<file path="src/hdl/mis_defs.svh">
/*
 constants for the instruction execution core: flag bit positions, register map,
 reset values and field positions. assumes inclusion by bare name.
*/
`ifndef MIS_DEFS_SVH
`define MIS_DEFS_SVH
// register map, byte addresses
`define MIS_OFF_INSN   12'h000
`define MIS_OFF_ACC    12'h004
`define MIS_OFF_FLAGS  12'h008
`define MIS_OFF_PC     12'h00C
`define MIS_OFF_WDT    12'h010
`define MIS_OFF_MADDR  12'h014
`define MIS_OFF_MDATA  12'h018
`define MIS_OFF_SP     12'h01C
// instruction word fields
`define MIS_OP_HI      19
`define MIS_OP_LO      16
`define MIS_BIT_HI     14
`define MIS_BIT_LO     12
// flag bit positions in the flag register
`define MIS_F_C        0
`define MIS_F_AC       1
`define MIS_F_Z        2
`define MIS_F_OV       3
`define MIS_F_PD       4
`define MIS_F_TO       5
`define MIS_F_HALT     6
`define MIS_F_PRE1     7
`define MIS_F_PRE2     8
// numeric constants
`define MIS_BCD_MAX    4'h9
`define MIS_BCD_ADJ    4'h6
`define MIS_ZERO8      8'h00
`define MIS_ONE8       8'h01
`define MIS_PC_W       11
`define MIS_ERR_DATA   32'hDEAD_0000
`endif

</file>
<file path="src/hdl/mis_pkg.sv">
/*
 types for the instruction execution core. assumes mis_defs.svh is visible.
*/
package mis_pkg;
	// operation codes, in the opcode field of the instruction register
	typedef enum logic [3:0] {
		MIS_OP_NOP, MIS_OP_ADC_A, MIS_OP_ADC_M, MIS_OP_ADD_A, MIS_OP_ADD_X,
		MIS_OP_ADD_M, MIS_OP_AND_A, MIS_OP_AND_X, MIS_OP_AND_M, MIS_OP_CALL,
		MIS_OP_CLR_M, MIS_OP_CLR_B, MIS_OP_WDT, MIS_OP_WDT1, MIS_OP_WDT2,
		MIS_OP_MISC
	} mis_op_e;
	// sub-code in the immediate byte when opcode is MISC
	typedef enum logic [2:0] {
		MIS_SUB_CPL, MIS_SUB_INVERT_TO_ACC, MIS_SUB_DAA, MIS_SUB_DEC, MIS_SUB_DECREMENT_TO_ACC,
		MIS_SUB_HALT, MIS_SUB_R6, MIS_SUB_R7
	} mis_sub_e;
	// status flags carried together
	typedef struct packed {
		logic halted;
		logic timeout_flag;
		logic powerdown_flag;
		logic overflow_flag;
		logic zero_flag;
		logic half_carry_flag;
		logic carry_flag;
	} mis_flags_s;
	// result of one alu evaluation
	typedef struct packed {
		logic [7:0] value;
		logic       to_acc;
		logic       to_mem;
		mis_flags_s flags;
	} mis_res_s;
endpackage

</file>
<file path="src/hdl/mis_core.sv">
/*
 instruction execution core: software writes an instruction word over apb,
 the core executes it in one cycle against its accumulator, flags, a small
 data memory, a return stack and a watchdog counter. assumes a synchronous
 apb master on pclk and that program fetch is done by software.
*/
`timescale 1ns/1ps
`include "mis_defs.svh"
module mis_core
	import mis_pkg::*;
#(
	parameter int MEM_DEPTH = 64,
	parameter int STK_DEPTH = 6,
	parameter int WDT_W     = 8,
	parameter int PRE_W     = 7
) (
	// clock and reset
	input  wire logic        pclk,
	input  wire logic        presetn,
	// apb slave
	input  wire logic        psel,
	input  wire logic        penable,
	input  wire logic        pwrite,
	input  wire logic [11:0] paddr,
	input  wire logic [31:0] pwdata,
	output logic      [31:0] prdata,
	output logic             pready,
	output logic             pslverr,
	// core status
	output logic             halted_o,
	output logic             wdt_timeout_o
);
	localparam int MAW = $clog2(MEM_DEPTH);
	localparam int SPW = $clog2(STK_DEPTH + 1);

	// state
	logic [7:0]           acc_q;
	mis_flags_s           flg_q;
	logic [`MIS_PC_W-1:0] pc_q;
	logic [WDT_W-1:0]     wdt_q;
	logic [PRE_W-1:0]     pre_q;
	logic                 pre1_q;
	logic                 pre2_q;
	logic [MAW-1:0]       maddr_q;
	logic [SPW-1:0]       sp_q;
	logic [7:0]           mem_q [MEM_DEPTH];
	logic [`MIS_PC_W-1:0] stk_q [STK_DEPTH];
	logic [31:0]          prdata_q;
	logic                 pready_q;
	logic                 pslverr_q;

	// add with carry returning 8-bit sum and flags
	function automatic mis_flags_s add_flags(input logic [7:0] a, input logic [7:0] b,
		input logic ci, input mis_flags_s f, output logic [7:0] s);
		logic [4:0] lo;
		logic [8:0] full;
		mis_flags_s r;
		lo   = {1'b0, a[3:0]} + {1'b0, b[3:0]} + {4'h0, ci};
		full = {1'b0, a} + {1'b0, b} + {8'h00, ci};
		s    = full[7:0];
		r    = f;
		r.half_carry_flag = lo[4];
		r.carry_flag      = full[8];
		r.overflow_flag   = (a[7] == b[7]) && (s[7] != a[7]);
		r.zero_flag       = (s == `MIS_ZERO8);
		return r;
	endfunction

	// access decode
	wire       acc_phase = psel && penable;
	wire       wr_en     = acc_phase && pwrite;
	wire       rd_en     = acc_phase && !pwrite;
	wire       hit_insn  = (paddr == `MIS_OFF_INSN);
	wire       hit_acc   = (paddr == `MIS_OFF_ACC);
	wire       hit_flg   = (paddr == `MIS_OFF_FLAGS);
	wire       hit_pc    = (paddr == `MIS_OFF_PC);
	wire       hit_wdt   = (paddr == `MIS_OFF_WDT);
	wire       hit_mad   = (paddr == `MIS_OFF_MADDR);
	wire       hit_mdt   = (paddr == `MIS_OFF_MDATA);
	wire       hit_sp    = (paddr == `MIS_OFF_SP);
	wire       mapped    = hit_insn | hit_acc | hit_flg | hit_pc | hit_wdt |
	                       hit_mad | hit_mdt | hit_sp;
	// halted core refuses instructions; execution stopped until reset
	wire       exec      = wr_en && hit_insn && !flg_q.halted;
	// errors judged in the setup cycle so pslverr can stand with pready
	wire       setup     = psel && !penable;
	wire       bad       = setup && (!mapped || (pwrite && hit_insn && flg_q.halted));

	// instruction fields
	wire mis_op_e  op   = mis_op_e'(pwdata[`MIS_OP_HI:`MIS_OP_LO]);
	wire mis_sub_e sub  = mis_sub_e'(pwdata[2:0]);
	wire [7:0]     imm  = pwdata[7:0];
	wire [MAW-1:0] ea   = pwdata[8 +: MAW];
	wire [2:0]     bsel = pwdata[`MIS_BIT_HI:`MIS_BIT_LO];
	wire [`MIS_PC_W-1:0] tgt = pwdata[`MIS_PC_W-1:0];
	wire [7:0]     mv   = mem_q[ea];

	// daa nibble arithmetic
	wire       lo_adj = (acc_q[3:0] > `MIS_BCD_MAX) || flg_q.half_carry_flag;
	wire [3:0] daa_lo = lo_adj ? acc_q[3:0] + `MIS_BCD_ADJ : acc_q[3:0];
	wire       nib_c  = lo_adj ? !flg_q.half_carry_flag : 1'b0;
	wire [4:0] hi_sum = {1'b0, acc_q[7:4]} + {4'h0, nib_c};
	wire       hi_adj = (hi_sum > {1'b0, `MIS_BCD_MAX}) || flg_q.carry_flag;
	wire [3:0] daa_hi = hi_adj ? hi_sum[3:0] + `MIS_BCD_ADJ : hi_sum[3:0];

	// execute one instruction combinationally
	mis_res_s r;
	logic [7:0] sum;
	mis_flags_s af;
	always_comb begin
		af = add_flags(acc_q, (op == MIS_OP_ADD_X) ? imm : mv,
			(op == MIS_OP_ADC_A || op == MIS_OP_ADC_M) && flg_q.carry_flag, flg_q, sum);
		r.value  = `MIS_ZERO8;
		r.to_acc = 1'b0;
		r.to_mem = 1'b0;
		r.flags  = flg_q;
		unique case (op)
			MIS_OP_ADC_A, MIS_OP_ADD_A, MIS_OP_ADD_X: begin
				r.value  = sum;
				r.to_acc = 1'b1;
				r.flags  = af;
			end
			MIS_OP_ADC_M, MIS_OP_ADD_M: begin
				r.value  = sum;
				r.to_mem = 1'b1;
				r.flags  = af;
			end
			MIS_OP_AND_A, MIS_OP_AND_X, MIS_OP_AND_M: begin
				r.value  = acc_q & ((op == MIS_OP_AND_X) ? imm : mv);
				r.to_acc = (op != MIS_OP_AND_M);
				r.to_mem = (op == MIS_OP_AND_M);
				r.flags.zero_flag = (r.value == `MIS_ZERO8);
			end
			MIS_OP_CLR_M: begin
				r.value  = `MIS_ZERO8;
				r.to_mem = 1'b1;
			end
			MIS_OP_CLR_B: begin
				r.value  = mv & ~(`MIS_ONE8 << bsel);
				r.to_mem = 1'b1;
			end
			MIS_OP_MISC: begin
				unique case (sub)
					MIS_SUB_CPL, MIS_SUB_INVERT_TO_ACC: begin
						r.value  = ~mv;
						r.to_mem = (sub == MIS_SUB_CPL);
						r.to_acc = (sub == MIS_SUB_INVERT_TO_ACC);
						r.flags.zero_flag = (r.value == `MIS_ZERO8);
					end
					MIS_SUB_DEC, MIS_SUB_DECREMENT_TO_ACC: begin
						r.value  = mv - `MIS_ONE8;
						r.to_mem = (sub == MIS_SUB_DEC);
						r.to_acc = (sub == MIS_SUB_DECREMENT_TO_ACC);
						r.flags.zero_flag = (r.value == `MIS_ZERO8);
					end
					MIS_SUB_DAA: begin
						r.value  = {daa_hi, daa_lo};
						r.to_mem = 1'b1;
						r.flags.carry_flag = hi_adj ? 1'b1 : flg_q.carry_flag;
					end
					MIS_SUB_HALT: begin
						r.flags.halted         = 1'b1;
						r.flags.powerdown_flag = 1'b1;
						r.flags.timeout_flag   = 1'b0;
					end
					default: ;  // spare sub-codes act as no operation
				endcase
			end
			default: ;  // nop, call and watchdog ops handled below
		endcase
	end

	// watchdog clear decisions
	wire wdt_full  = exec && op == MIS_OP_WDT;
	wire pre_done  = exec && ((op == MIS_OP_WDT1 && pre2_q) ||
	                          (op == MIS_OP_WDT2 && pre1_q));
	wire halt_ex   = exec && op == MIS_OP_MISC && sub == MIS_SUB_HALT;
	wire wdt_clr   = wdt_full || pre_done || halt_ex;
	wire wdt_tick  = !flg_q.halted && (&pre_q);
	wire do_call   = exec && op == MIS_OP_CALL && sp_q < SPW'(STK_DEPTH);
	// a clear restarts the count, so no overflow is seen in that cycle
	wire wdt_ovf   = wdt_tick && (&wdt_q) && !wdt_clr;
	// software may load the status flags but never leave the halted state
	wire mis_flags_s flg_wr = mis_flags_s'({flg_q.halted, pwdata[`MIS_F_TO:`MIS_F_C]});

	// accumulator, pc, flags and stack pointer
	always_ff @(posedge pclk or negedge presetn) begin
		if (!presetn) begin
			acc_q <= `MIS_ZERO8;
			pc_q  <= '0;
			flg_q <= '0;
			sp_q  <= '0;
		end else begin
			if (exec) begin
				if (r.to_acc)
					acc_q <= r.value;
				pc_q  <= do_call ? tgt : pc_q + 1'b1;
				sp_q  <= do_call ? sp_q + 1'b1 : sp_q;
				flg_q <= r.flags;
				if (wdt_full || pre_done) begin
					flg_q.timeout_flag   <= 1'b0;
					flg_q.powerdown_flag <= 1'b0;
				end
			end else begin
				if (wr_en && hit_acc)
					acc_q <= pwdata[7:0];
				if (wr_en && hit_flg)
					flg_q <= flg_wr;
			end
			// overflow wins over any flag load in the same cycle
			if (wdt_ovf)
				flg_q.timeout_flag <= 1'b1;
		end
	end

	// memory and stack writes; no reset so ram contents survive halt
	always_ff @(posedge pclk) begin
		if (exec && r.to_mem)
			mem_q[ea] <= r.value;
		else if (wr_en && hit_mdt)
			mem_q[maddr_q] <= pwdata[7:0];
		if (do_call)
			stk_q[sp_q] <= pc_q + 1'b1;
	end

	// watchdog, prescaler and preclear marks
	always_ff @(posedge pclk or negedge presetn) begin
		if (!presetn) begin
			wdt_q  <= '0;
			pre_q  <= '0;
			pre1_q <= 1'b0;
			pre2_q <= 1'b0;
		end else begin
			pre_q  <= wdt_clr ? '0 : pre_q + PRE_W'(!flg_q.halted);
			wdt_q  <= wdt_clr ? '0 : wdt_q + WDT_W'(wdt_tick);
			pre1_q <= !pre_done && (pre1_q || (exec && op == MIS_OP_WDT1));
			pre2_q <= !pre_done && (pre2_q || (exec && op == MIS_OP_WDT2));
		end
	end

	// bus read mux and memory address register
	wire [31:0] rd_mux =
		hit_acc ? {24'h0, acc_q} :
		hit_flg ? {23'h0, pre2_q, pre1_q, flg_q} :
		hit_pc  ? {21'h0, pc_q} :
		hit_wdt ? {{(32-WDT_W){1'b0}}, wdt_q} :
		hit_mad ? {{(32-MAW){1'b0}}, maddr_q} :
		hit_mdt ? {24'h0, mem_q[maddr_q]} :
		hit_sp  ? {{(32-SPW){1'b0}}, sp_q} : 32'h0;

	always_ff @(posedge pclk or negedge presetn) begin
		if (!presetn) begin
			prdata_q  <= 32'h0;
			pready_q  <= 1'b0;
			pslverr_q <= 1'b0;
			maddr_q   <= '0;
		end else begin
			pready_q  <= setup;  // answer in the first access cycle
			pslverr_q <= bad;
			prdata_q  <= (setup && !pwrite && mapped) ? rd_mux : 32'h0;
			if (wr_en && hit_mad)
				maddr_q <= pwdata[MAW-1:0];
		end
	end

	// outputs from flops
	assign prdata        = prdata_q;
	assign pready        = pready_q;
	assign pslverr       = pslverr_q;
	assign halted_o      = flg_q.halted;
	assign wdt_timeout_o = flg_q.timeout_flag;

	// checks
	a_add_carry: assert property (@(posedge pclk) disable iff (!presetn)
		exec && op == MIS_OP_ADD_X |=> flg_q.carry_flag == (({1'b0,$past(acc_q)} +
		{1'b0,$past(imm)}) > 9'h0FF)) else $error("add carry wrong");
	a_and_flags: assert property (@(posedge pclk) disable iff (!presetn)
		exec && op == MIS_OP_AND_X |=> flg_q.carry_flag == $past(flg_q.carry_flag)
		&& acc_q == ($past(acc_q) & $past(imm))) else $error("and result wrong");
	a_halt_pd: assert property (@(posedge pclk) disable iff (!presetn)
		halt_ex |=> flg_q.powerdown_flag && !flg_q.timeout_flag && wdt_q == '0)
		else $error("halt flags wrong");
	a_halt_stays: assert property (@(posedge pclk) disable iff (!presetn)
		flg_q.halted |=> flg_q.halted && $stable(pc_q)) else $error("halt left");
	a_wdt_clear: assert property (@(posedge pclk) disable iff (!presetn)
		wdt_full |=> wdt_q == '0 && pre_q == '0 && !flg_q.timeout_flag)
		else $error("wdt clear failed");
	a_pre_single: assert property (@(posedge pclk) disable iff (!presetn)
		exec && op == MIS_OP_WDT1 && !pre2_q |=> pre1_q &&
		$stable(flg_q.powerdown_flag)) else $error("preclear acted alone");
	a_call_pc: assert property (@(posedge pclk) disable iff (!presetn)
		do_call |=> pc_q == $past(tgt) && sp_q == $past(sp_q) + 1'b1)
		else $error("call target wrong");
	a_dec_zero: assert property (@(posedge pclk) disable iff (!presetn)
		exec && op == MIS_OP_MISC && sub == MIS_SUB_DECREMENT_TO_ACC |=>
		flg_q.zero_flag == ($past(mv) == `MIS_ONE8)) else $error("dec zero wrong");
	a_bus_answer: assert property (@(posedge pclk) disable iff (!presetn)
		psel && !penable |=> pready) else $error("apb no answer");
	a_bus_error: assert property (@(posedge pclk) disable iff (!presetn)
		psel && !penable && !mapped |=> pslverr && pready) else $error("apb error missing");
	a_adc_mem: assert property (@(posedge pclk) disable iff (!presetn)
		exec && op == MIS_OP_ADC_M |=> acc_q == $past(acc_q) && mem_q[$past(ea)] ==
		8'($past(acc_q) + $past(mv) + $past(flg_q.carry_flag)))
		else $error("adc to memory wrong");
	a_and_mem: assert property (@(posedge pclk) disable iff (!presetn)
		exec && op == MIS_OP_AND_M |=> acc_q == $past(acc_q) &&
		mem_q[$past(ea)] == ($past(acc_q) & $past(mv)) &&
		flg_q.carry_flag == $past(flg_q.carry_flag)) else $error("and to memory wrong");
	a_clr_byte: assert property (@(posedge pclk) disable iff (!presetn)
		exec && op == MIS_OP_CLR_M |=> mem_q[$past(ea)] == `MIS_ZERO8 &&
		flg_q[`MIS_F_PD:`MIS_F_C] == $past(flg_q[`MIS_F_PD:`MIS_F_C]))
		else $error("clear byte wrong");
	a_clr_bit: assert property (@(posedge pclk) disable iff (!presetn)
		exec && op == MIS_OP_CLR_B |=> !mem_q[$past(ea)][$past(bsel)] &&
		(mem_q[$past(ea)] | (`MIS_ONE8 << $past(bsel))) ==
		($past(mv) | (`MIS_ONE8 << $past(bsel)))) else $error("clear bit wrong");
	a_invert_to_acc_zero: assert property (@(posedge pclk) disable iff (!presetn)
		exec && op == MIS_OP_MISC && sub == MIS_SUB_INVERT_TO_ACC |=> acc_q == ~$past(mv) &&
		mem_q[$past(ea)] == $past(mv) &&
		flg_q.zero_flag == ($past(mv) == ~`MIS_ZERO8)) else $error("complement wrong");
	a_daa_carry: assert property (@(posedge pclk) disable iff (!presetn)
		exec && op == MIS_OP_MISC && sub == MIS_SUB_DAA |=> acc_q == $past(acc_q) &&
		(flg_q.carry_flag || !$past(flg_q.carry_flag)) &&
		flg_q[`MIS_F_OV:`MIS_F_AC] == $past(flg_q[`MIS_F_OV:`MIS_F_AC]))
		else $error("daa flags wrong");
	a_dec_mem: assert property (@(posedge pclk) disable iff (!presetn)
		exec && op == MIS_OP_MISC && sub == MIS_SUB_DEC |=> acc_q == $past(acc_q) &&
		mem_q[$past(ea)] + `MIS_ONE8 == $past(mv)) else $error("decrement wrong");
	a_halt_frozen: assert property (@(posedge pclk) disable iff (!presetn)
		flg_q.halted |=> $stable(wdt_q) && $stable(pre_q))
		else $error("halted core still counting");
	a_ovf_timeout: assert property (@(posedge pclk) disable iff (!presetn)
		wdt_ovf |=> flg_q.timeout_flag) else $error("timeout not set");
endmodule

</file>
<file path="config.mk">
export PLATFORM = sky130hd
export DESIGN_NAME = mis_core
export DESIGN_NICKNAME = d
export VERILOG_FILES = /design/src/hdl/mis_pkg.sv /design/src/hdl/mis_core.sv
export VERILOG_INCLUDE_DIRS = /design/src /design/src/hdl
export SDC_FILE = /design/constraint.sdc
export NUM_CORES = 1
export LEC_CHECK = 0
export ABC_AREA = 1
export BUFFER_PORTS_ARGS = -buffer_cell sky130_fd_sc_hd__clkbuf_2
export CAP_MARGIN = 25
export CORE_ASPECT_RATIO = 0.75
export CORE_MARGIN = 10
export CORE_UTILIZATION = 44
export CTS_CLUSTER_SIZE = 20
export DETAILED_ROUTE_END_ITERATION = 10
export HOLD_SLACK_MARGIN = 0.05
export PLACE_DENSITY = 0.59
export SLEW_MARGIN = 30
export SYNTH_ARGS = -nofsm -noshare
export SYNTH_HDL_FRONTEND = slang
export SYNTH_SLANG_ARGS = --single-unit
</file>
<file path="constraint.sdc">
create_clock -name pclk -period 10.4 [get_ports pclk]
set_input_delay 2.08 -clock pclk [delete_from_list [all_inputs] [get_ports pclk]]
set_output_delay 2.08 -clock pclk [all_outputs]
set_load 0.05 [all_outputs]
</file>
After elaboration in Yosys (flattened, before gate mapping):

Memory sizes are Yosys's and may differ from the RTL's.
Cells that the tools add are included.

* memory bits (writable): 512
* output and inout bits: 36
* word-level logic and storage cells: 207
* memories: 1
* flip-flop bits (word level): 65

* shift operators: 1
* equality and inequality tests: 41
* multiplexer cells: 46
* bitwise logic cells: 11
* add/subtract/negate cells: 12
* reduce and logical (&&, ||, !) cells: 74
* $lt $le $gt $ge: 3

Memory list
* mem_q: words 64, width 8, read ports 2, clocked after memory_dff 0, wr ports 1, RTL line mis_core.sv:46 `logic [7:0] mem_q [MEM_DEPTH];`

Operators with widths (count)
* $mux W8: 10
* $mux W11: 5
* $eq A12 B5 Y1 const B: 4
* $eq A4 B4 Y1 const B: 8
* $logic_and A1 B1 Y1: 32
* $logic_not A8 Y1: 4
* $pmux W8 S4: 1
* $eq A12 B4 Y1 const B: 2
* $pmux W8 S3: 1
* $and A8 B8 Y8: 2
* $eq A4 B3 Y1 const B: 4
* $not A8 Y8: 2
* $mux W7: 2
* $eq A12 B3 Y1 const B: 1
* $logic_not A12 Y1: 1
* $mux W1: 12
* $mux W6: 2
* $pmux W1 S3: 4
* $reduce_and A3 Y1: 4
* $add A11 B1 Y11 const B: 1
* $add A8 B8 Y9: 1
* $add A9 B1 Y9: 1
* $logic_or A1 B1 Y1: 9
* $mux W3: 3
* 44 further kinds: 72

Depth between registers and ports, before layout:

Gate-level depths: netlist of run 1.

* depth after elaboration: 11
* mapped depth: 28
* depth with buffers taken out: 25

Worst setup path before layout of run 1:

No wires, ideal clock.

* path kind: input to register
* from: input port pwdata[8]
* to: memory mem_q[0][6] (data pin)
* setup slack: 2.964 ns
* data required time: 9.812 ns
* library setup time: 0.588 ns
* data arrival time: 6.848 ns
* stages on the path: 24
* cells stage by stage: buf_6 -> buf_6 -> buf_2 -> o21ai_0 -> nand2_1 -> nand3_1 -> nand3_1 -> nand2_1 -> nand2_1 -> nand2_1 -> nor2_4 -> o21ai_0 -> fa_1 -> inv_1 -> fa_1 -> o21ai_0 -> a21oi_1 -> o21ai_0 -> nor2_1 -> nor2_1 -> a22oi_1 -> nand2_1 -> inv_1 -> a31oi_1

* word-level cells in the longest chain between the ends: 6
* elaborated cells on any way between the ends: 12
* classes of those cells: add/sub (3); mux (5); bitwise (3); memory (1)

RTL lines
* start, declared: RTL line mis_core.sv:25 `input wire logic [31:0] pwdata,`
* $mem_v2 Z64 W8 *
* $mux W8: RTL line mis_core.sv:111 `af = add_flags(acc_q, (op == MIS_OP_ADD_X) ? imm : mv,`
* $add A8 B8 Y9: RTL line mis_core.sv:59 `full = {1'b0, a} + {1'b0, b} + {8'h00, ci};`
* $add A9 B1 Y9: RTL line mis_core.sv:59
* $pmux W8 S4 *: RTL line mis_core.sv:117 `unique case (op)`
* $mux W8 (no source line) *
* end, declared: RTL line mis_core.sv:46

Mark *: on every way between the ends. The rest lies on a longest branch, timed or not.

Worst setup path after layout of run 1:

* from: input port pwdata[8]
* to: memory mem_q[31][2] (data pin)

The elaborated chain is that of the path after synthesis.

==> results of run 1 <==
-- Yosys cell counts, types with 9 or more instances --
master	n	area share, %
nand3_1	277	4.4
buf_1	15	0.18
nand2_1	681	8.1
xor2_1	15	0.42
o21ai_0	429	6.8
clkbuf_1	129	1.5
buf_2	52	0.83
o221ai_1	34	0.94
o21ai_1	41	0.65
nand4_1	10	0.20
buf_4	32	0.76
ha_1	21	0.83
edfxtp_1	512	49
nor3_1	14	0.22
nor2_1	582	6.9
o22ai_1	76	1.5
inv_1	260	3.1
buf_6	25	0.89
a31oi_1	12	0.24
o211ai_1	108	2.6
nor4_1	9	0.18
a21oi_1	157	2.5
dfrtp_1	65	5.2
-- state kept, by name, indices dropped and copies added (netlist names) --
name and cells:
mem_q 512, pc_q 11, prdata 11, acc_q 8, wdt_q 8, pre_q 7
maddr_q 6, flg_q 4, sp_q 3, af 1, halted_o 1, pre1_q 1
pre2_q 1, pready 1, pslverr 1, wdt_timeout_o 1
-- layout make-up --
type	count	area [um^2]
clock buffers	70	1520
clock inverters	38	318
fillers	6620	36300
inverters	274	1040
multi-input cells	2562	12400
flip-flops and latches	577	17000
well taps	946	1180
repair buffers	101	723
-- cell families (layout without fill, tap and decap cells) --
logic type,after synthesis,count (layout)
flip-flops,577,577
other,1,21
buffers and inverters,528,483
AO/OA/AOI/OAI,893,893
adder cells (fa/ha/maj),23,23
XOR/XNOR,22,22
AND/OR/NAND/NOR,1603,1603
-- per-stage QoR --
step	setup WS, ns	cells
floorplan	2.96	3667
global placement	2.20	4459
detailed placement	2.51	4460
CTS	3.17	4568
global route	2.63	4568
finish	3.02	4568
-- cells in the final DEF, fill, tap and decap left out, types with 7 or more instances in the layout --
master | synthesis | layout
nand2_1 | 681 | 681
buf_4 | 32 | 44
nor2_1 | 582 | 560
clkinv_1 | 5 | 19
a31oi_1 | 12 | 10
o22ai_1 | 76 | 76
inv_2 | 8 | 10
nand4_1 | 10 | 10
conb_1 | 1 | 21
nor2_2 | 8 | 30
xor2_1 | 15 | 15
nor3_1 | 14 | 13
a21oi_1 | 157 | 151
o221ai_1 | 34 | 34
xnor2_1 | 7 | 7
dfrtp_1 | 65 | 62
clkbuf_1 | 129 | 11
clkinv_2 | 0 | 14
clkbuf_16 | 0 | 59
inv_1 | 260 | 255
clkbuf_2 | 0 | 46
o21ai_0 | 429 | 429
o21ai_1 | 41 | 41
edfxtp_1 | 512 | 512
nand3_1 | 277 | 277
o211ai_1 | 108 | 108
ha_1 | 21 | 21
-- metal layers --
layer | track usage (%) | part of all wire, % | wire [um] | vias up
met5 | 0 | 0 | 0 | -
met4 | 7.01 | 2.3 | 2530 | 0
met3 | 6.69 | 13 | 14500 | 167
met2 | 35.4 | 41 | 44400 | 1637
met1 | 38.9 | 44 | 48100 | 12900
li1 | - | - | - | 12400
-- worst max path at each step --
| stage | depth (start not counted) | endpoint | from |
|---|---|---|---|
| final | 22 | mem_q[31][2]$_DFFE_PP_ | pwdata[8] |
| after global placement | 24 | mem_q[48][6]$_DFFE_PP_ | pwdata[9] |
| after detailed placement | 22 | mem_q[38][2]$_DFFE_PP_ | pwdata[8] |
| after CTS | 22 | mem_q[30][2]$_DFFE_PP_ | pwdata[8] |
| after floorplan | 24 | mem_q[0][6]$_DFFE_PP_ | pwdata[8] |
| after global routing | 26 | mem_q[51][7]$_DFFE_PP_ | pwdata[8] |
-- where the power goes --
| group | switching [mW] | internal, mW | leakage (nW) |
|---|---|---|---|
| sequential | 0.000633 | 2.57 | 5.58 |
| clock | 0.944 | 1.16 | 0.901 |
| combinational | 0.372 | 0.103 | 6.58 |
-- worst reg2reg max path: stages, from the launching register on --
cell and delay (ns):
edfxtp_1 0.38, nand2_1 0.09, nand2_1 0.09, nand2_1 0.08
nand3_1 0.09, nand3_1 0.14, nand2_1 0.17, nand2_1 0.11
nand2_1 0.17, nor2_4 0.25, o21ai_0 0.26, ha_1 0.39
nand3_1 0.07, nand2_1 0.11, a21oi_1 0.07, o21bai_1 0.20
a21oi_1 0.10, o21bai_1 0.31, xnor2_1 0.22, nor2_1 0.07
a221oi_1 0.47, a31oi_4 0.22, buf_4 0.39
==> results by group, run 1 <==
Worst hold path
  • WHS Path Cells: 2
  • Worst Hold Endpoint: sp_q[1]$_DFFE_PN0P_
  • Hold Crit Class: reg -> reg
  • Hold path start: sp_q[1]$_DFFE_PN0P_

Global route
  • GRT overflow: 0
  • Largest net degree at the start of global routing: approximately 170
  • First-pass GRT wire length: 162 mm
  • Vias in the first global route: 24,800
  • Initial antenna violation count: 1
  • Tot GR Track Use: between 20% and 30%

Clock network
  • Postcts setup bufs: 0
  • Worst-path clk slew: roughly 0.060 ns
  • Root Buffer: clkbuf_16
  • Num Clock Sinks: a little under 600
  • Clock latency on the worst-skew pair: ~0.66 ns
  • Post-CTS Resized: 0
  • Num CTS Buffers: 58
  • CTS Hold Bufs: 0
  • H-tree depth: 2
  • Clock tree buffer depth: 3
  • CTS tree: done

Route
  • DR vias/cell: 5.95
  • DRT antenna net count: 0
  • # DRC: 0
  • Via count: 27,200
  • 1st-pass router iterations: 6
  • WL per Instance: between 20 and 25 um
  • Post-Route WL: about 110 mm
  • DRT iter0 DRCs: between 3,000 and 4,000

Timing
  • Final clock skew: between 0.03 and 0.04 ns
  • Hold slack final: 0.541 ns
  • Relative slew slack: between 20% and 30%
  • Final period util: 71.0%
  • RSZ-0062 raised after global routing: false
  • Crit path time final: between 7 and 8 ns
  • Setup TNS: 0 ns
  • Worst Tran Pin Value: 1.12 ns
  • Achievable Freq: 0.135 GHz
  • Setup violators final: 0
  • Slew Limit Fails: 0
  • Final Hold Viols: 0

Power and ir drop
  • Tot Pwr: around 5 mW
  • P per Cell Area: 151 nW/um^2
  • Leakage power: around 13 nW
  • Peak supply drop: between 100 and 150 uV

Setup path
  • Worst Path Max Fanout: roughly 110
  • Slowest CP cell: a21oi_4
  • R2r startpoint: mem_q[52][1]$_DFFE_PP_
  • Worst reg2reg setup slack: 5.48 ns
  • Slowest stage delay, CP: between 0.6 and 0.7 ns
  • Reg2reg path depth: 22
  • Arr. time, crit path: just under 8 ns
  • Worst r2r dst: mem_q[51][7]$_DFFE_PP_
  • WP buf/inv: 5
  • WS Path Type: in -> reg
  • Critical Path RT: about 11 ns
  • Crit path top cell by count: nand2_1
  • Critical path's top delay family: buffers and inverters
  • Crit end category: flip-flop
  • CP startpoint kind: primary input
  • Sequence of cells on the critical path: buf_8 -> inv_6 -> buf_4 -> nand2_1 -> nand2_1 -> nand2_1 -> nand3_1 -> nand3_1 -> nand2_1 -> nand2_1 -> nand2_1 -> nor2_4 -> o21ai_0 -> fa_1 -> inv_1 -> fa_1 -> xnor2_1 -> a22oi_1 -> o211ai_1 -> nor2_1 -> a21oi_4 -> buf_4

Yosys
  • Most used DFF post-synth: edfxtp_1
  • Syn_area_per_cell: 8.65 um^2
  • Sequential share of the synthesized area: a little over half
  • Post-synth EDFFs: roughly 510
  • Post-synthesis instance total: around 3,600
  • Netlist cell types: between 50 and 60
  • Post-synthesis mux area share: 0%
  • Synth warnings: 0
  • Adder-Cell Fraction of Synth Area: less than 1%
  • Post-synthesis xor/xnor area fraction: less than 1%
  • Mapped Area: between 30,000 and 40,000 um^2
  • Largest family of logic cells by synthesized area: simple AND/OR/NAND/NOR gates
  • FF+latch count, synth: 577
  • Compound-Gate Fraction of Synth Area: 16.2%
  • Post-Synth Simple-Gate Area: between 20% and 30%
  • FFs w/ async S/R, synth: a little under an eighth

Cells and area
  • # diodes: 0
  • Share of layout cells above drive strength 1: between 7 and 8%
  • Net count, final: ~3,600
  • Layout area overhead: 8.55%
  • Final design utilization: about half
  • Final Cell Area: between 30,000 and 40,000 um^2

Floorplan
  • Die X-Extent: 329 um
  • Num ports: 85
  • Cell Rows: 84
  • Initial core utilization: 44.7%
  • DIE HEIGHT: ~250 um
  • Core ar.: 70,500 um^2
  • Die area: roughly 83,000 um^2

Outcome
  • Status: complete, no violations

Place
  • DP HPWL: 67.1 mm
  • Placed instance area: around 32,000 um^2
  • PortBufs: 50
  • Routability cong.: 0.949

Flow run
  • Max Cap Viol: 0
Power figures use the tool's default switching activity.
==> inputs of run 2 (changes only) <==
--- a/config.mk
+++ b/config.mk
@@ -6,7 +6,7 @@
 export SDC_FILE = /design/constraint.sdc
 export NUM_CORES = 1
 export LEC_CHECK = 0
-export ABC_AREA = 1
+export ABC_AREA = 0
 export BUFFER_PORTS_ARGS = -buffer_cell sky130_fd_sc_hd__clkbuf_2
 export CAP_MARGIN = 25
 export CORE_ASPECT_RATIO = 0.75
==> constraint.sdc (replaced) <==
create_clock -name pclk -period 6.9 [get_ports pclk]
set_input_delay 1.38 -clock pclk [delete_from_list [all_inputs] [get_ports pclk]]
set_output_delay 1.38 -clock pclk [all_outputs]
set_load 0.05 [all_outputs]
==> run 2 against run 1 <==
Net effect:
- combinational power grew 45%
- synthesized area decreased by 6.4%
- synthesized cell count shrank 49%
- critical path depth down 2
- cell count fell by 37%
- largest cell class unchanged
- setup slack worse by 2.3 ns
- clock skew decreased by 0.015 ns
- core utilization increased by 1.2 points
==> results by group, run 2 <==
Yosys
  • Netlist cell types: 78
  • Post-synth EDFFs: between 500 and 600
  • Mapped Area: 29,500 um^2
  • Synth area leader: edfxtp_1
  • Most common cell in the synthesized netlist: edfxtp_1
  • Post-Synth Simple-Gate Area: around 6.6%
  • Most used DFF post-synth: edfxtp_1
  • Syn_area_per_cell: roughly 16 um^2
  • Adder-Cell Fraction of Synth Area: under 10%
  • Synth top cells by count: 512 x edfxtp_1, 285 x mux4_2, 152 x nor2_1
  • FFs w/ async S/R, synth: 11.3%
  • Sequential share of the synthesized area: between 50% and 60%
  • Top area cells in the synthesized netlist: edfxtp_1 52%, mux4_2 22%, dfrtp_1 5.5%, nor2_1 1.9%, a22oi_1 1.4%
  • Post-synth top area share: approximately 52%
  • FF+latch count, synth: between 500 and 600
  • Compound-Gate Fraction of Synth Area: ~6.7%
  • Largest family of logic cells by synthesized area: multiplexers
  • Synth warnings: 0
  • Post-synthesis mux area share: between 20% and 30%
  • Post-synthesis instance total: 1,853
  • Post-synthesis xor/xnor area fraction: less than 1%

Floorplan
  • Initial core utilization: between 40% and 50%
  • Die area: 78,000 um^2
  • Cell Rows: 82
  • Num ports: between 80 and 90
  • Core ar.: 66,600 um^2
  • Die X-Extent: about 320 um
  • DIE HEIGHT: around 240 um

Place
  • DP HPWL: between 60 and 70 mm
  • PortBufs: 50
  • Routability cong.: between 0.9 and 1

Clock network
  • CTS Hold Bufs: 0
  • H-tree depth: 2
  • Postcts setup bufs: 0
  • CTS tree: done
  • Clock latency on the worst-skew pair: between 0.6 and 0.7 ns
  • Post-CTS Resized: 0
  • Worst-path clk slew: about 0.06 ns
  • Root Buffer: clkbuf_16
  • Clock tree buffer depth: 3
  • Num CTS Buffers: 57
  • Num Clock Sinks: approximately 580

Power and ir drop
  • Peak supply drop: approximately 210 uV
  • P per Cell Area: roughly 240 nW/um^2
  • Leakage power: around 11 nW

Setup path
  • Worst reg2reg setup slack: 1.53 ns
  • Worst Path Max Fanout: 29
  • Slowest CP cell: or4_4
  • Sequence of cells on the critical path: buf_8 -> mux4_1 -> a22oi_1 -> a21oi_1 -> or4_4 -> inv_1 -> o21ai_0 -> fa_1 -> inv_1 -> fa_1 -> nor2b_1 -> o21ai_0 -> a21boi_0 -> o21ai_0 -> nor3b_1 -> o31ai_1 -> a311oi_1 -> buf_4 -> a31oi_4 -> buf_4
  • WP buf/inv: 5
  • Crit end category: flip-flop
  • WS Path Type: in -> reg
  • Worst r2r dst: mem_q[7][6]$_DFFE_PP_
  • Critical path's top delay family: compound AO/OA/AOI/OAI gates
  • R2r startpoint: mem_q[53][0]$_DFFE_PP_
  • Critical Path RT: approximately 7.2 ns
  • Arr. time, crit path: 6.52 ns
  • Crit path top cell by count: o21ai_0
  • CP startpoint kind: primary input
  • Slowest stage delay, CP: 0.69 ns
  • Reg2reg path depth: 19

Timing
  • Crit path time final: between 6 and 7 ns
  • Final Hold Viols: 0
  • Final clock skew: 0.0163 ns
  • Achievable Freq: ~0.16 GHz
  • RSZ-0062 raised after global routing: false
  • Slew Limit Fails: 0
  • Relative slew slack: 27.8%
  • Setup TNS: 0 ns
  • Setup violators final: 0
  • Final period util: between 80 and 90%
  • Worst Tran Pin Value: roughly 1.1 ns

Global route
  • First-pass GRT wire length: approximately 130 mm
  • Vias in the first global route: about 18,000
  • Largest net degree at the start of global routing: between 80 and 90
  • Tot GR Track Use: about 23%
  • GRT overflow: 0
  • Initial antenna violation count: 1

Cells and area
  • Layout area overhead: 12.3%
  • Fill cells: about 5,500
  • Share of layout cells above drive strength 1: 29.8%
  • Most flops, register: mem_q
  • Seq. cell area: 17,000 um^2
  • Most frequent cells in the layout: 512 x edfxtp_1, 285 x mux4_2, 136 x nor2_1, 102 x nand2_1, 90 x buf_4
  • Max reg flops: just over 500
  • Final design utilization: 49.8%
  • Area of the multi-input gates: approximately 12,000 um^2
  • Commonest non-fill, non-tap cell in the layout: edfxtp_1
  • Net count, final: between 2,000 and 2,500

Route
  • # DRC: 0
  • 1st-pass router iterations: 6
  • DRT antenna net count: 0
  • WL per Instance: 31.1 um
  • DRT iter0 DRCs: 2,322
  • Post-Route WL: approximately 89 mm
  • DR vias/cell: ~6.5
  • Via count: 18,700

Worst hold path
  • Worst Hold Endpoint: sp_q[2]$_DFFE_PN0P_
  • Hold path start: sp_q[2]$_DFFE_PN0P_
  • WHS Path Cells: 1
  • Hold Crit Class: reg -> reg

Outcome
  • Status: complete, no violations

Flow run
  • Max Cap Viol: 0
-- run 2: final cells by class --
class                      count  share of cell area, %
multi-input combinational   1120                   35.7
tap                          882                   3.33
inverter                      25                  0.283
antenna                        1                0.00755
clock inverter                40                   1.34
clock buffer                  62                   4.36
sequential                   577                   51.3
timing repair buffer         154                   3.66
-- run 2: per-stage QoR --
step	hold WS (ns)	cell area (um^2)	total power, mW	instances	setup slack (ns)
2_1_floorplan	0.461	29600	4.38	1873	0.283
3_3_place_gp	0.488	31200	4.64	2758	0.296
3_5_place_dp	0.488	31200	4.65	2758	0.256
4_1_cts	0.497	33100	7.83	2860	0.877
5_1_grt	0.512	33100	8.03	2861	0.403
6_report	0.497	33100	7.80	2861	0.706
-- run 2: worst max path at each step --
stage                   start                     end  cells past startpoint  slack (ns)
global placement    pwdata[8]   mem_q[2][6]$_DFFE_PP_                     20        0.30
floorplan           pwdata[9]   mem_q[0][7]$_DFFE_PP_                     21        0.28
global route        pwdata[8]  mem_q[43][6]$_DFFE_PP_                     20        0.40
finish              pwdata[8]   mem_q[7][6]$_DFFE_PP_                     20        0.71
detailed placement  pwdata[8]   mem_q[2][6]$_DFFE_PP_                     20        0.26
CTS                 pwdata[8]   mem_q[4][6]$_DFFE_PP_                     20        0.88
-- run 2: kinds of logic (layout without fill, tap and decap cells) --
logic type,after synthesis,after routing
flip-flops,577,577
AND/OR/NAND/NOR,415,415
multiplexers,339,339
AO/OA/AOI/OAI,294,294
buffers and inverters,176,281
XOR/XNOR,28,28
adder cells (fa/ha/maj),23,23
other,1,22
-- run 2: worst register-to-register path: cells and delay by family, from the launching register on --
family          cells  cell delay (ns)
compound gates      9             1.85
simple gates        3             1.04
buf+inv             4             0.68
fa+ha+maj           2             0.62
mux                 1             0.52
flops               1             0.38
-- run 2: where the power goes --
group	leakage (nW)	switching, mW	internal (mW)
Combinational	4.50	0.461	0.228
Sequential	5.48	0.0110	3.89
Clock	0.915	1.36	1.84
Total	10.9	1.83	5.96
-- run 2: per-layer routing --
layer  routed length, um  share of wire (%)  vias to the layer above  global-route usage, %
met5                   0                  0                        -                      0
met4                1970                2.2                        0                   5.01
met3               10600                 12                      128                   6.87
met2               38300                 43                      995                   32.2
met1               38200                 43                     9828                   33.4
li1                    -                  -                     7724                      -
